===== config.mk =====
export PLATFORM = sky130hd
export DESIGN_NAME = t16_cmp_out
export DESIGN_NICKNAME = d
export VERILOG_FILES = /design/src/t16_pkg.sv /design/src/t16_chan_out.sv /design/src/t16_cmp_out.sv
export VERILOG_INCLUDE_DIRS = /design/src /design/src/src
export SDC_FILE = /design/constraint.sdc
export NUM_CORES = 1
export LEC_CHECK = 0
export BUFFER_PORTS_ARGS = -buffer_cell sky130_fd_sc_hd__buf_2
export CORE_AREA = 2 2 72 74
export CTS_CLUSTER_DIAMETER = 30
export DETAILED_ROUTE_END_ITERATION = 8
export DIE_AREA = 0 0 74 76
export GPL_TIMING_DRIVEN = 0
export HOLD_SLACK_MARGIN = 0.03
export PLACE_DENSITY = 0.76
export SYNTH_ARGS = -nofsm -noshare
export SYNTH_HDL_FRONTEND = slang
export SYNTH_HIERARCHICAL = 1
export SYNTH_SLANG_ARGS = --single-unit

===== constraint.sdc =====
create_clock -name pclk -period 2.1 [get_ports pclk]
set_input_delay 0.105 -clock pclk [delete_from_list [all_inputs] [get_ports pclk]]
set_output_delay 0.105 -clock pclk [all_outputs]
set_load 0.1 [all_outputs]

===== src/t16_regs.svh =====
/*
 * Register indices, field positions, reset values and mode codes of the
 * 16-bit timer compare-output stage.
 * Assumes byte address = 4 * register index on a 32-bit APB.
 */
// Summary of operation
// - Channel B mode is bit 5 (high) joined with bit 4 (low) of control A.
// - Normal and clear-on-match waveform modes use the non-PWM decoding.
// - Output mode 0 disconnects the compare output; pin is ordinary I/O.
// - Non-PWM, mode 1: toggle the output on every compare match.
// - Non-PWM, mode 2: clear the output on compare match.
// - Non-PWM, mode 3: set the output on compare match.
// - Fast PWM, mode 1: toggle A only in waveform 15; B disconnected.
// - Fast PWM, mode 2: clear on match, set when counter hits maximum.
// - Fast PWM, mode 3: set on match, clear when counter hits maximum.
// - Phase-correct, mode 1: toggle A only in waveform 9 or 11.
// - Phase-correct, mode 2: clear on up-count match, set on down-count.
// - Phase-correct, mode 3: set on up-count match, clear on down-count.
// - Waveform mode bits 3 and 2 come from control B bits 4 and 3.
`ifndef T16_REGS_SVH
`define T16_REGS_SVH

// Register indices and byte addresses
`define T16_IDX_CTRL_A 8'h80
`define T16_IDX_CTRL_B 8'h81
`define T16_IDX_STATUS 8'h90
`define T16_ADDR_W 12
`define T16_ADDR_CTRL_A 12'h200
`define T16_ADDR_CTRL_B 12'h204
`define T16_ADDR_STATUS 12'h240

// Reset values
`define T16_CTRL_A_RST 8'h00
`define T16_CTRL_B_RST 8'h00

// Writable bits
`define T16_CTRL_A_WMASK 8'hF3
`define T16_CTRL_B_WMASK 8'hDF

// Control A fields
`define T16_A_MODE_HI 7
`define T16_A_MODE_LO 6
`define T16_B_MODE_HI 5
`define T16_B_MODE_LO 4
`define T16_WAVE_BIT1 1
`define T16_WAVE_BIT0 0

// Control B fields
`define T16_WAVE_BIT3 4
`define T16_WAVE_BIT2 3

// Output-mode codes
`define T16_OM_OFF 2'h0
`define T16_OM_TOGGLE 2'h1
`define T16_OM_CLEAR 2'h2
`define T16_OM_SET 2'h3

// Waveform modes allowing channel A toggle
`define T16_WAVE_FAST_TGL 4'hF
`define T16_WAVE_PC_TGL0 4'h9
`define T16_WAVE_PC_TGL1 4'hB

`endif


===== src/t16_pkg.sv =====
/*
 * Types of the 16-bit timer compare-output stage.
 * Assumes the waveform mode codes of the timer's counter core.
 */
`default_nettype none

package t16_pkg;

    typedef enum logic [1:0] {
        T16_GRP_NONPWM,
        T16_GRP_FAST,
        T16_GRP_PHASE
    } t16_wave_grp_t;

    // Waveform mode to decoding group
    function automatic t16_wave_grp_t t16_wave_group(input logic [3:0] wm);
        t16_wave_grp_t g;
        g = T16_GRP_NONPWM;
        unique case (wm)
            4'h1, 4'h2, 4'h3, 4'h8, 4'h9, 4'hA, 4'hB: g = T16_GRP_PHASE;
            4'h5, 4'h6, 4'h7, 4'hE, 4'hF: g = T16_GRP_FAST;
            default: g = T16_GRP_NONPWM;
        endcase
        return g;
    endfunction : t16_wave_group

endpackage : t16_pkg

`default_nettype wire


===== src/t16_chan_out.sv =====
/*
 * One compare-output channel: pin level and pin ownership.
 * Assumes match, top and direction come from the counter on pclk.
 */
`default_nettype none

module t16_chan_out #(
    parameter bit IS_CHAN_A = 1'b1
) (
    input wire logic pclk,
    input wire logic presetn,
    input wire logic [1:0] chan_out_mode,
    input wire logic [3:0] wave_mode_sel,
    input wire logic cmp_match,
    input wire logic cnt_top,
    input wire logic cnt_down,
    output logic cmp_out_pin,
    output logic cmp_out_oe
);
    `include "t16_regs.svh"

    t16_pkg::t16_wave_grp_t grp;
    logic tgl_ok;
    logic conn;
    logic lvl_next;
    logic lvl_reg;
    logic oe_reg;

    assign grp = t16_pkg::t16_wave_group(wave_mode_sel);

    // Toggle allowed for both channels in non-PWM modes, else only for channel A in the listed modes
    assign tgl_ok = (grp == t16_pkg::T16_GRP_NONPWM) ||
        (IS_CHAN_A && grp == t16_pkg::T16_GRP_FAST &&
         wave_mode_sel == `T16_WAVE_FAST_TGL) ||
        (IS_CHAN_A && grp == t16_pkg::T16_GRP_PHASE &&
         (wave_mode_sel == `T16_WAVE_PC_TGL0 ||
          wave_mode_sel == `T16_WAVE_PC_TGL1));

    assign conn = (chan_out_mode != `T16_OM_OFF) &&
        (chan_out_mode != `T16_OM_TOGGLE || tgl_ok);

    // ==========================================================
    // Next pin level
    always_comb begin
        lvl_next = lvl_reg;
        if (conn) begin
            unique case (grp)
                t16_pkg::T16_GRP_NONPWM: begin
                    if (cmp_match) begin
                        unique case (chan_out_mode)
                            `T16_OM_TOGGLE: lvl_next = ~lvl_reg;
                            `T16_OM_CLEAR: lvl_next = 1'b0;
                            `T16_OM_SET: lvl_next = 1'b1;
                            default: lvl_next = lvl_reg;
                        endcase
                    end
                end
                t16_pkg::T16_GRP_FAST: begin
                    // Match wins over top when both arrive together
                    unique case (chan_out_mode)
                        `T16_OM_TOGGLE: begin
                            if (cmp_match) lvl_next = ~lvl_reg;
                        end
                        `T16_OM_CLEAR: begin
                            if (cmp_match) lvl_next = 1'b0;
                            else if (cnt_top) lvl_next = 1'b1;
                        end
                        `T16_OM_SET: begin
                            if (cmp_match) lvl_next = 1'b1;
                            else if (cnt_top) lvl_next = 1'b0;
                        end
                        default: lvl_next = lvl_reg;
                    endcase
                end
                t16_pkg::T16_GRP_PHASE: begin
                    if (cmp_match) begin
                        unique case (chan_out_mode)
                            `T16_OM_TOGGLE: lvl_next = ~lvl_reg;
                            `T16_OM_CLEAR: lvl_next = cnt_down;
                            `T16_OM_SET: lvl_next = ~cnt_down;
                            default: lvl_next = lvl_reg;
                        endcase
                    end
                end
                default: lvl_next = lvl_reg;
            endcase
        end
    end

    always_ff @(posedge pclk or negedge presetn) begin
        if (!presetn) begin
            lvl_reg <= 1'b0;
            oe_reg <= 1'b0;
        end else begin
            lvl_reg <= lvl_next;
            oe_reg <= conn;
        end
    end

    assign cmp_out_pin = lvl_reg;
    assign cmp_out_oe = oe_reg;

endmodule : t16_chan_out

`default_nettype wire


===== src/t16_cmp_out.sv =====
/*
 * APB register file and two compare-output channels of the 16-bit timer.
 * Assumes match, top and count-direction strobes from the counter core on
 * pclk; the pin multiplexer uses the enables to take over the I/O pins.
 */
// The address map and register access over APB were chosen for this implementation.
`default_nettype none

module t16_cmp_out (
    input wire logic pclk,
    input wire logic presetn,
    input wire logic psel,
    input wire logic penable,
    input wire logic pwrite,
    input wire logic [11:0] paddr,
    input wire logic [31:0] pwdata,
    input wire logic [3:0] pstrb,
    output logic [31:0] prdata,
    output logic pready,
    output logic pslverr,
    input wire logic cmp_match_a,
    input wire logic cmp_match_b,
    input wire logic cnt_top,
    input wire logic cnt_down,
    output logic [3:0] wave_mode_sel,
    output logic cmp_out_pin_a,
    output logic cmp_out_oe_a,
    output logic cmp_out_pin_b,
    output logic cmp_out_oe_b
);
    `include "t16_regs.svh"

    // ==========================================================
    // Register storage and decode
    logic [7:0] timer16_control_a_reg;
    logic [7:0] timer16_control_b_reg;
    logic [31:0] prdata_reg;
    logic [31:0] prdata_next;
    logic pready_reg;
    logic pslverr_reg;
    logic hit_a;
    logic hit_b;
    logic hit_s;
    logic mapped;
    logic setup;
    logic wr_en;
    logic [1:0] chan_a_out_mode;
    logic [1:0] chan_b_out_mode;
    logic [7:0] status_val;

    assign hit_a = paddr == `T16_ADDR_CTRL_A;
    assign hit_b = paddr == `T16_ADDR_CTRL_B;
    assign hit_s = paddr == `T16_ADDR_STATUS;
    assign mapped = hit_a | hit_b | hit_s;
    assign setup = psel & ~penable;
    assign wr_en = psel & penable & pready_reg & pwrite & pstrb[0] & mapped;

    assign chan_a_out_mode = {timer16_control_a_reg[`T16_A_MODE_HI],
        timer16_control_a_reg[`T16_A_MODE_LO]};
    assign chan_b_out_mode = {timer16_control_a_reg[`T16_B_MODE_HI],
        timer16_control_a_reg[`T16_B_MODE_LO]};
    assign wave_mode_sel = {timer16_control_b_reg[`T16_WAVE_BIT3],
        timer16_control_b_reg[`T16_WAVE_BIT2],
        timer16_control_a_reg[`T16_WAVE_BIT1],
        timer16_control_a_reg[`T16_WAVE_BIT0]};

    assign status_val = {4'h0, cmp_out_oe_b, cmp_out_pin_b,
        cmp_out_oe_a, cmp_out_pin_a};
    assign prdata_next = hit_a ? {24'h000000, timer16_control_a_reg} :
        hit_b ? {24'h000000, timer16_control_b_reg} :
        hit_s ? {24'h000000, status_val} : 32'h00000000;

    // ==========================================================
    // APB answer: ready in first access cycle
    always_ff @(posedge pclk or negedge presetn) begin
        if (!presetn) begin
            pready_reg <= 1'b0;
            pslverr_reg <= 1'b0;
            prdata_reg <= 32'h00000000;
        end else begin
            pready_reg <= setup;
            pslverr_reg <= setup & ~mapped;
            if (setup) begin
                prdata_reg <= pwrite ? 32'h00000000 : prdata_next;
            end
        end
    end

    // ==========================================================
    // Control registers; status is read-only
    always_ff @(posedge pclk or negedge presetn) begin
        if (!presetn) begin
            timer16_control_a_reg <= `T16_CTRL_A_RST;
            timer16_control_b_reg <= `T16_CTRL_B_RST;
        end else if (wr_en) begin
            if (hit_a) begin
                timer16_control_a_reg <= pwdata[7:0] & `T16_CTRL_A_WMASK;
            end
            if (hit_b) begin
                timer16_control_b_reg <= pwdata[7:0] & `T16_CTRL_B_WMASK;
            end
        end
    end

    assign prdata = prdata_reg;
    assign pready = pready_reg;
    assign pslverr = pslverr_reg;

    // ==========================================================
    // Compare-output channels
    t16_chan_out #(.IS_CHAN_A(1'b1)) u_chan_a (
        .pclk(pclk),
        .presetn(presetn),
        .chan_out_mode(chan_a_out_mode),
        .wave_mode_sel(wave_mode_sel),
        .cmp_match(cmp_match_a),
        .cnt_top(cnt_top),
        .cnt_down(cnt_down),
        .cmp_out_pin(cmp_out_pin_a),
        .cmp_out_oe(cmp_out_oe_a)
    );

    t16_chan_out #(.IS_CHAN_A(1'b0)) u_chan_b (
        .pclk(pclk),
        .presetn(presetn),
        .chan_out_mode(chan_b_out_mode),
        .wave_mode_sel(wave_mode_sel),
        .cmp_match(cmp_match_b),
        .cnt_top(cnt_top),
        .cnt_down(cnt_down),
        .cmp_out_pin(cmp_out_pin_b),
        .cmp_out_oe(cmp_out_oe_b)
    );

endmodule : t16_cmp_out

`default_nettype wire


Word-level counts from Yosys, hierarchy flattened
Memories as Yosys holds them, arrays and structs flattened.
Cells that the tools add are included.
{"block": "classes", "eq_ne": 34, "n_mux": 24, "bitwise_logic": 14, "reduce_logical": 19}
{"operator": "$eq 12x10->1 const B", "count": 3}
{"operator": "$ne 4x4->1 const B", "count": 8}
{"operator": "$mux 8", "count": 3}
{"operator": "$pmux 1 s3", "count": 8}
{"operator": "$reduce_and 10->1", "count": 2}
{"operator": "$eq 2x2->1 const B", "count": 6}
{"operator": "$eq 4x4->1 const B", "count": 3}
{"operator": "$mux 1", "count": 12}
{"operator": "$eq 2x1->1 const B", "count": 4}
{"operator": "$ne 2x2->1 const B", "count": 4}
{"operator": "$ne 4x1->1 const B", "count": 2}
{"operator": "$and 1x1->1", "count": 7}
{"operator": "$ne 3x3->1 const B", "count": 2}
{"operator": "$reduce_bool 3->1", "count": 2}
{"operator": "$logic_or 1x1->1", "count": 5}
{"operator": "$not 1->1", "count": 5}
{"operator": "$logic_and 1x1->1", "count": 4}
{"operator": "$logic_not 2->1", "count": 2}
{"operator": "$mux 4", "count": 1}
{"operator": "$ne 2x1->1 const B", "count": 2}
{"operator": "$reduce_and 2->1", "count": 2}
{"operator": "$reduce_bool 2->1", "count": 2}
{"operator": "$or 1x1->1", "count": 2}
{"block": "word_totals", "reg_bits": 51, "romBits": 64, "input_bits": 57, "output_inout_bits": 42, "elab_cells": 102, "n_memories": 2}
{"name": "(name not given)", "depth": 16, "word_bits": 2, "rd": 1, "rd_clocked_by_memory_dff": 0, "write_ports": 0, "line_no": "t16_pkg.sv:19", "text": "unique case (wm)"}
{"name": "(name not given)", "depth": 16, "word_bits": 2, "rd": 1, "rd_clocked_by_memory_dff": 0, "write_ports": 0, "line_no": "t16_pkg.sv:19"}

Longest topological paths before layout
An unclocked memory read counts as a cell.
{"block": "depth", "word_depth": 8, "depth_mapped": 8, "ltp_nobuf": 8}

Cells and area by module
Netlist, hierarchy kept.
{"module": "t16_cmp_out", "n_inst": 1, "cells_each": 119, "area_each_um2": 1285.0, "seq_area_each_um2": 575.6}
{"module": "t16_chan_out (u_chan_a)", "n_inst": 1, "cells_each": 49, "area_each_um2": 385.4, "seq_area_each_um2": 50.0}
{"module": "t16_chan_out (u_chan_b)", "n_inst": 1, "cells_each": 40, "area_each_um2": 319.1, "seq_area_each_um2": 50.0}

Least setup slack after synthesis
Ideal clock, no wire load.
{"block": "synth_path", "kind": "reg-to-reg", "startpoint": "reg timer16_control_a_reg[0]", "endpoint": "reg u_chan_b.lvl_reg, in the netlist u_chan_b/cmp_out_pin", "setup_ps": 128, "arrival_ps": 1991, "required_time_ps": 1972, "setup_slack_ps": -19, "stages_incl_launch_ff": 9, "n_path_buf": 0, "period_less_slack_ps": 2119, "path_cell_list": "dfrtp_1 -> nor2b_2 -> o21ai_0 -> inv_1 -> ha_1 -> a31oi_1 -> o31ai_1 -> nor4_1 -> mux2_1"}
{"block": "synth_via", "elab_chain_cells": 5, "elab_cells_between_ends": 17, "cone_classes": "eq/ne (10); mux (1); reduce/logical (5); memory (1)"}
{"item": "start, declared", "line_no": "t16_cmp_out.sv:35", "text": "logic [7:0] timer16_control_a_reg;"}
{"item": "start signal, assigned", "line_no": "t16_cmp_out.sv:93", "text": "timer16_control_a_reg <= `T16_CTRL_A_RST;"}
{"item": "start signal, assigned", "line_no": "t16_cmp_out.sv:97", "text": "timer16_control_a_reg <= pwdata[7:0] & `T16_CTRL_A_WMASK;"}
{"item": "$mem_v2 16x2 (*)"}
{"item": "branches (longest 4 deep; another with $reduce_and 10->1)"}
{"item": "end signal, assigned", "line_no": "t16_chan_out.sv:95", "text": "lvl_reg <= lvl_next;"}
{"item": "end, declared", "line_no": "t16_chan_out.sv:26", "text": "logic lvl_reg;"}
Mark *: on every way between the ends.
A chain may end at the register's enable or synchronous reset.

Worst setup path in the final report
{"block": "layout_path", "startpoint": "reg timer16_control_a_reg[5]", "endpoint": "reg u_chan_b.lvl_reg, in the netlist u_chan_b/cmp_out_pin"}
{"block": "layout_via", "elab_chain_cells": 4, "elab_cells_between_ends": 20, "cone_classes": "eq/ne (10); mux (6); reduce/logical (4)"}
{"item": "$eq 2x2->1 (tied with other cells)", "line_no": "t16_chan_out.sv:50, t16_chan_out.sv:60, t16_chan_out.sv:77"}
{"item": "$pmux 1 s3 (tied with other cells)", "line_no": "t16_chan_out.sv:77", "text": "unique case (chan_out_mode)"}
{"item": "$mux 1 (tied with other cells)", "line_no": "t16_chan_out.sv:76", "text": "if (cmp_match) begin"}
{"item": "$pmux 1 s3 or $reduce_and 10->1 (tied branches)"}
Parallel ways exist; a longest one is shown, timed or not. The select of a mux whose other input is x is not followed.

==> insert_results.sql <==
INSERT INTO impl_metrics (metric_group, metric, value, unit) VALUES
('clock_tree', 'clk_pin_slew_worst_paths', '0.09', 'ns'),
('die', 'initial_core_util', '40.5', '%'),
('routing', 'detail_route.vias_per_cell', '4.54', ''),
('yosys', 'post_synth_most_frequent_cells', 'buf_4, dfrtp_1, inv_1, ha_1', ''),
('global_routing', 'antenna_found_initial', '0', ''),
('outcome', 'status', 'finished clean', ''),
('clock_tree', 'clk_root_buffer_cell', 'clkbuf_8', ''),
('pwr', 'pwr-share-clk', '25.8', '%'),
('sta', 'report.final.hold_viol_count', '0', ''),
('yosys', 'postSynthAreaPerCell', '9.56', 'um2'),
('pwr', 'comb_power_share', '27.7', '%'),
('sta', 'final.period_utilization', '98.5', '%'),
('placed_design', 'buffer_ports.inserted', '47', ''),
('sta', 'maxSlewHeadroom', '61.2', '%'),
('sta', 'worst_margin_slew', '0.581', 'ns'),
('die', 'die-area', '5620', 'um2'),
('yosys', 'summed_instance_area_of_the_synthesized_netlist', '1990', 'um2'),
('global_routing', 'grt_first_pass_wirelength', '6750', 'um'),
('global_routing', 'via_count_of_the_first_global_routing_pass', '1481', ''),
('setup_path', 'worst-path-buf-inv', '0', ''),
('yosys', 'post-synth-top-area-fraction', '34.0', '%'),
('setup_path', 'timing.critical_path.required', '2.25', 'ns'),
('placed_design', 'pre_cts_ws', '-0.214', 'ns'),
('clock_tree', 'cts_tree', 'yes', ''),
('pwr', 'power.internal', '0.000716', 'W'),
('clock_tree', 'maximum_level_of_the_cts_h_tree', '1', ''),
('routing', 'routed_wire_length_per_instance', '12.1', 'um'),
('yosys', 'yosysMostFrequentCell', 'buf_4', ''),
('pwr', 'power_density', '428', 'nW/um2'),
('yosys', 'ys_async_sr_fraction', '100', '%'),
('setup_path', 'cp_max_fo', '6', ''),
('yosys', 'synth_largest_area_cell', 'dfrtp_1', ''),
('pwr', 'ir_drop', '0.252', 'mV'),
('sta', 'max_freq', '0.483', 'GHz'),
('pwr', 'total_switching_power', '0.000407', 'W'),
('setup_path', 'slowest_stage', 'dfrtp_2', ''),
('sta', 'finalSetupViolations', '0', ''),
('yosys', 'synth_edf_count', '0', ''),
('layout', 'number_of_flip_flops_under_the_largest_register_name', '8', ''),
('routing', 'detail_route.first_pass.iterations', '4', ''),
('routing', 'drt.antenna.violating_nets', '0', ''),
('setup_path', 'timing.critical_path.slowest_cell_delay', '0.48', 'ns'),
('clock_tree', 'clk_latency', '0.26', 'ns'),
('clock_tree', 'max-clock-path-buffers', '2', ''),
('yosys', 'biggest_area_contributors_in_the_synthesized_netlist', 'dfrtp_1, buf_4, ha_1, mux2_4, mux2_2', ''),
('sta', 'timing.final.crit_period', '2.07', 'ns'),
('yosys', 'synthesis.instances', '208', ''),
('layout', 'n_antenna_cell', '0', ''),
('global_routing', 'grt.total_usage', '14.7', '%'),
('setup_path', 'critical_path.cell_chain', 'ha_4, or2_2, a31oi_2, o31ai_1, nor4_1, mux2_1', ''),
('pwr', 'finalPower', '0.00112', 'W'),
('layout', 'fin_nets', '368', ''),
('layout', 'ratio_of_cells_with_drive_above_1_in_the_final_layout', '43.9', '%'),
('pwr', 'p_leak', '1.37', 'nW'),
('setup_path', 'endpoint_kind', 'flip-flop', ''),
('yosys', 'postSynthRegisterBits', '27', ''),
('min_path', 'hold_path_class', 'input port to flip-flop', ''),
('placed_design', 'gp_congestion', '0.750', ''),
('yosys', 'post_synth_num_cell_types', '47', ''),
('setup_path', 'path_delay_family', 'simple AND/OR/NAND/NOR gates', ''),
('yosys', 'ys_seq_area_share', '34.0', '%'),
('clock_tree', 'cts-buffers-inserted', '3', ''),
('routing', 'totalWireLength', '4390', 'um'),
('yosys', 'synth_top_flop_cell', 'dfrtp_1', ''),
('routing', 'via_count', '1654', ''),
('pwr', 'netSwitchingFraction', '36.2', '%'),
('clock_tree', 'cts.sink_count', '27', ''),
('setup_path', 'criticalPathCategory', 'flip-flop to flip-flop', ''),
('global_routing', 'grt-ovfl-total', '0', ''),
('die', 'floorplan.die.width', '74', 'um'),
('placed_design', 'dp_hpwl', '3260', 'um');
-- placed cells by master (no fill, tap or decap), types with 2 or more instances in the layout --
| cell | count |
|---|---|
| nor3_1 | 3 |
| nand4_1 | 4 |
| clkbuf_8 | 3 |
| inv_1 | 17 |
| nor3b_1 | 2 |
| nand3_1 | 3 |
| nand3b_1 | 2 |
| nor2_1 | 11 |
| mux2_4 | 7 |
| ha_1 | 12 |
| o31ai_1 | 3 |
| conb_1 | 24 |
| nand2_1 | 12 |
| clkbuf_1 | 2 |
| mux2i_1 | 5 |
| inv_2 | 2 |
| buf_2 | 47 |
| dfrtp_1 | 21 |
| or2_2 | 2 |
| ha_4 | 4 |
| dfrtp_2 | 6 |
| nor2b_1 | 3 |
| a22oi_1 | 2 |
| buf_4 | 39 |
| nor4_1 | 2 |
| a21oi_1 | 8 |
| nand2b_1 | 2 |
| o21ai_0 | 9 |
| mux2_2 | 7 |
-- layer usage --
| metal | routed length, um | vias up | global-route usage, % |
|---|---|---|---|
| met3 | 164 | 4 | 0.794 |
| met4 | 34 | 0 | 2.73 |
| met2 | 2180 | 42 | 25.2 |
| met5 | 0 | - | 0 |
| li1 | - | 845 | - |
| met1 | 2020 | 763 | 20.5 |
-- area by class of cell --
type	instances	area (um2)
Fill cell	461	2290
Multi-Input combinational cell	154	1180
Sequential cell	27	683
Timing Repair Buffer	59	328
Buffer	31	229
Tap cell	70	87.6
Inverter	19	71.3
Clock buffer	3	41.3
Clock inverter	1	5.00
-- per-stage QoR --
| step | area (um2) | hold WS [ns] | util, % | instances |
|---|---|---|---|---|
| 3_3_place_gp | 2400 | 0.129 | 48.8 | 348 |
| 6_report | 2620 | 0.0615 | 53.4 | 364 |
| 4_1_cts | 2500 | 0.0605 | 50.9 | 357 |
| 2_1_floorplan | 2080 | -0.191 | - | 231 |
| 3_5_place_dp | 2400 | 0.136 | 48.8 | 348 |
| 5_1_grt | 2620 | 0.0561 | 53.4 | 364 |
-- cells by family after synthesis --
logic type                 after synthesis  share of synthesized area, %
muxes                                   20                          12.3
adders and majority gates               16                          10.1
buffers and inverters                   50                          15.1
DFF                                     27                          34.0
and+or+nand+nor                         58                          16.5
other                                    1                         0.188
AOI/OAI and AO/OA                       36                          11.8
-- power by group through the flow --
stage                     registers (W)  logic (W)  clock network (W)
after floorplan                0.000548   0.000244                  0
after CTS                      0.000522   0.000311           0.000292
final                          0.000522   0.000311           0.000290
after detailed placement       0.000533   0.000309                  0
after global routing           0.000522   0.000325           0.000314
after global placement         0.000532   0.000308                  0
-- worst paths after layout --
| path | start | to | cells after the start |
|---|---|---|---|
| max in group asynchronous | presetn | timer16_control_b_reg[3] | 2 |
| min reg2reg | prdata[6] | prdata[6] | 2 |
| max reg2reg | timer16_control_a_reg[5] | u_chan_b/cmp_out_pin | 6 |
| max | timer16_control_a_reg[5] | u_chan_b/cmp_out_pin | 6 |
| min | pwdata[3] | timer16_control_b_reg[3] | 2 |
| min in group asynchronous | presetn | timer16_control_a_reg[7] | 2 |
-- repair_timing --
action | 4_1_cts | 5_1_grt
setup endpoints to repair | 2 | 2
pin swaps | 3 | 3
setup buffers | 4 | 7
gates resized for setup | 7 | 16
hold buffers | 1 | 0
hold endpoints to repair | 27 | 0
Power figures use the tool's default switching activity.
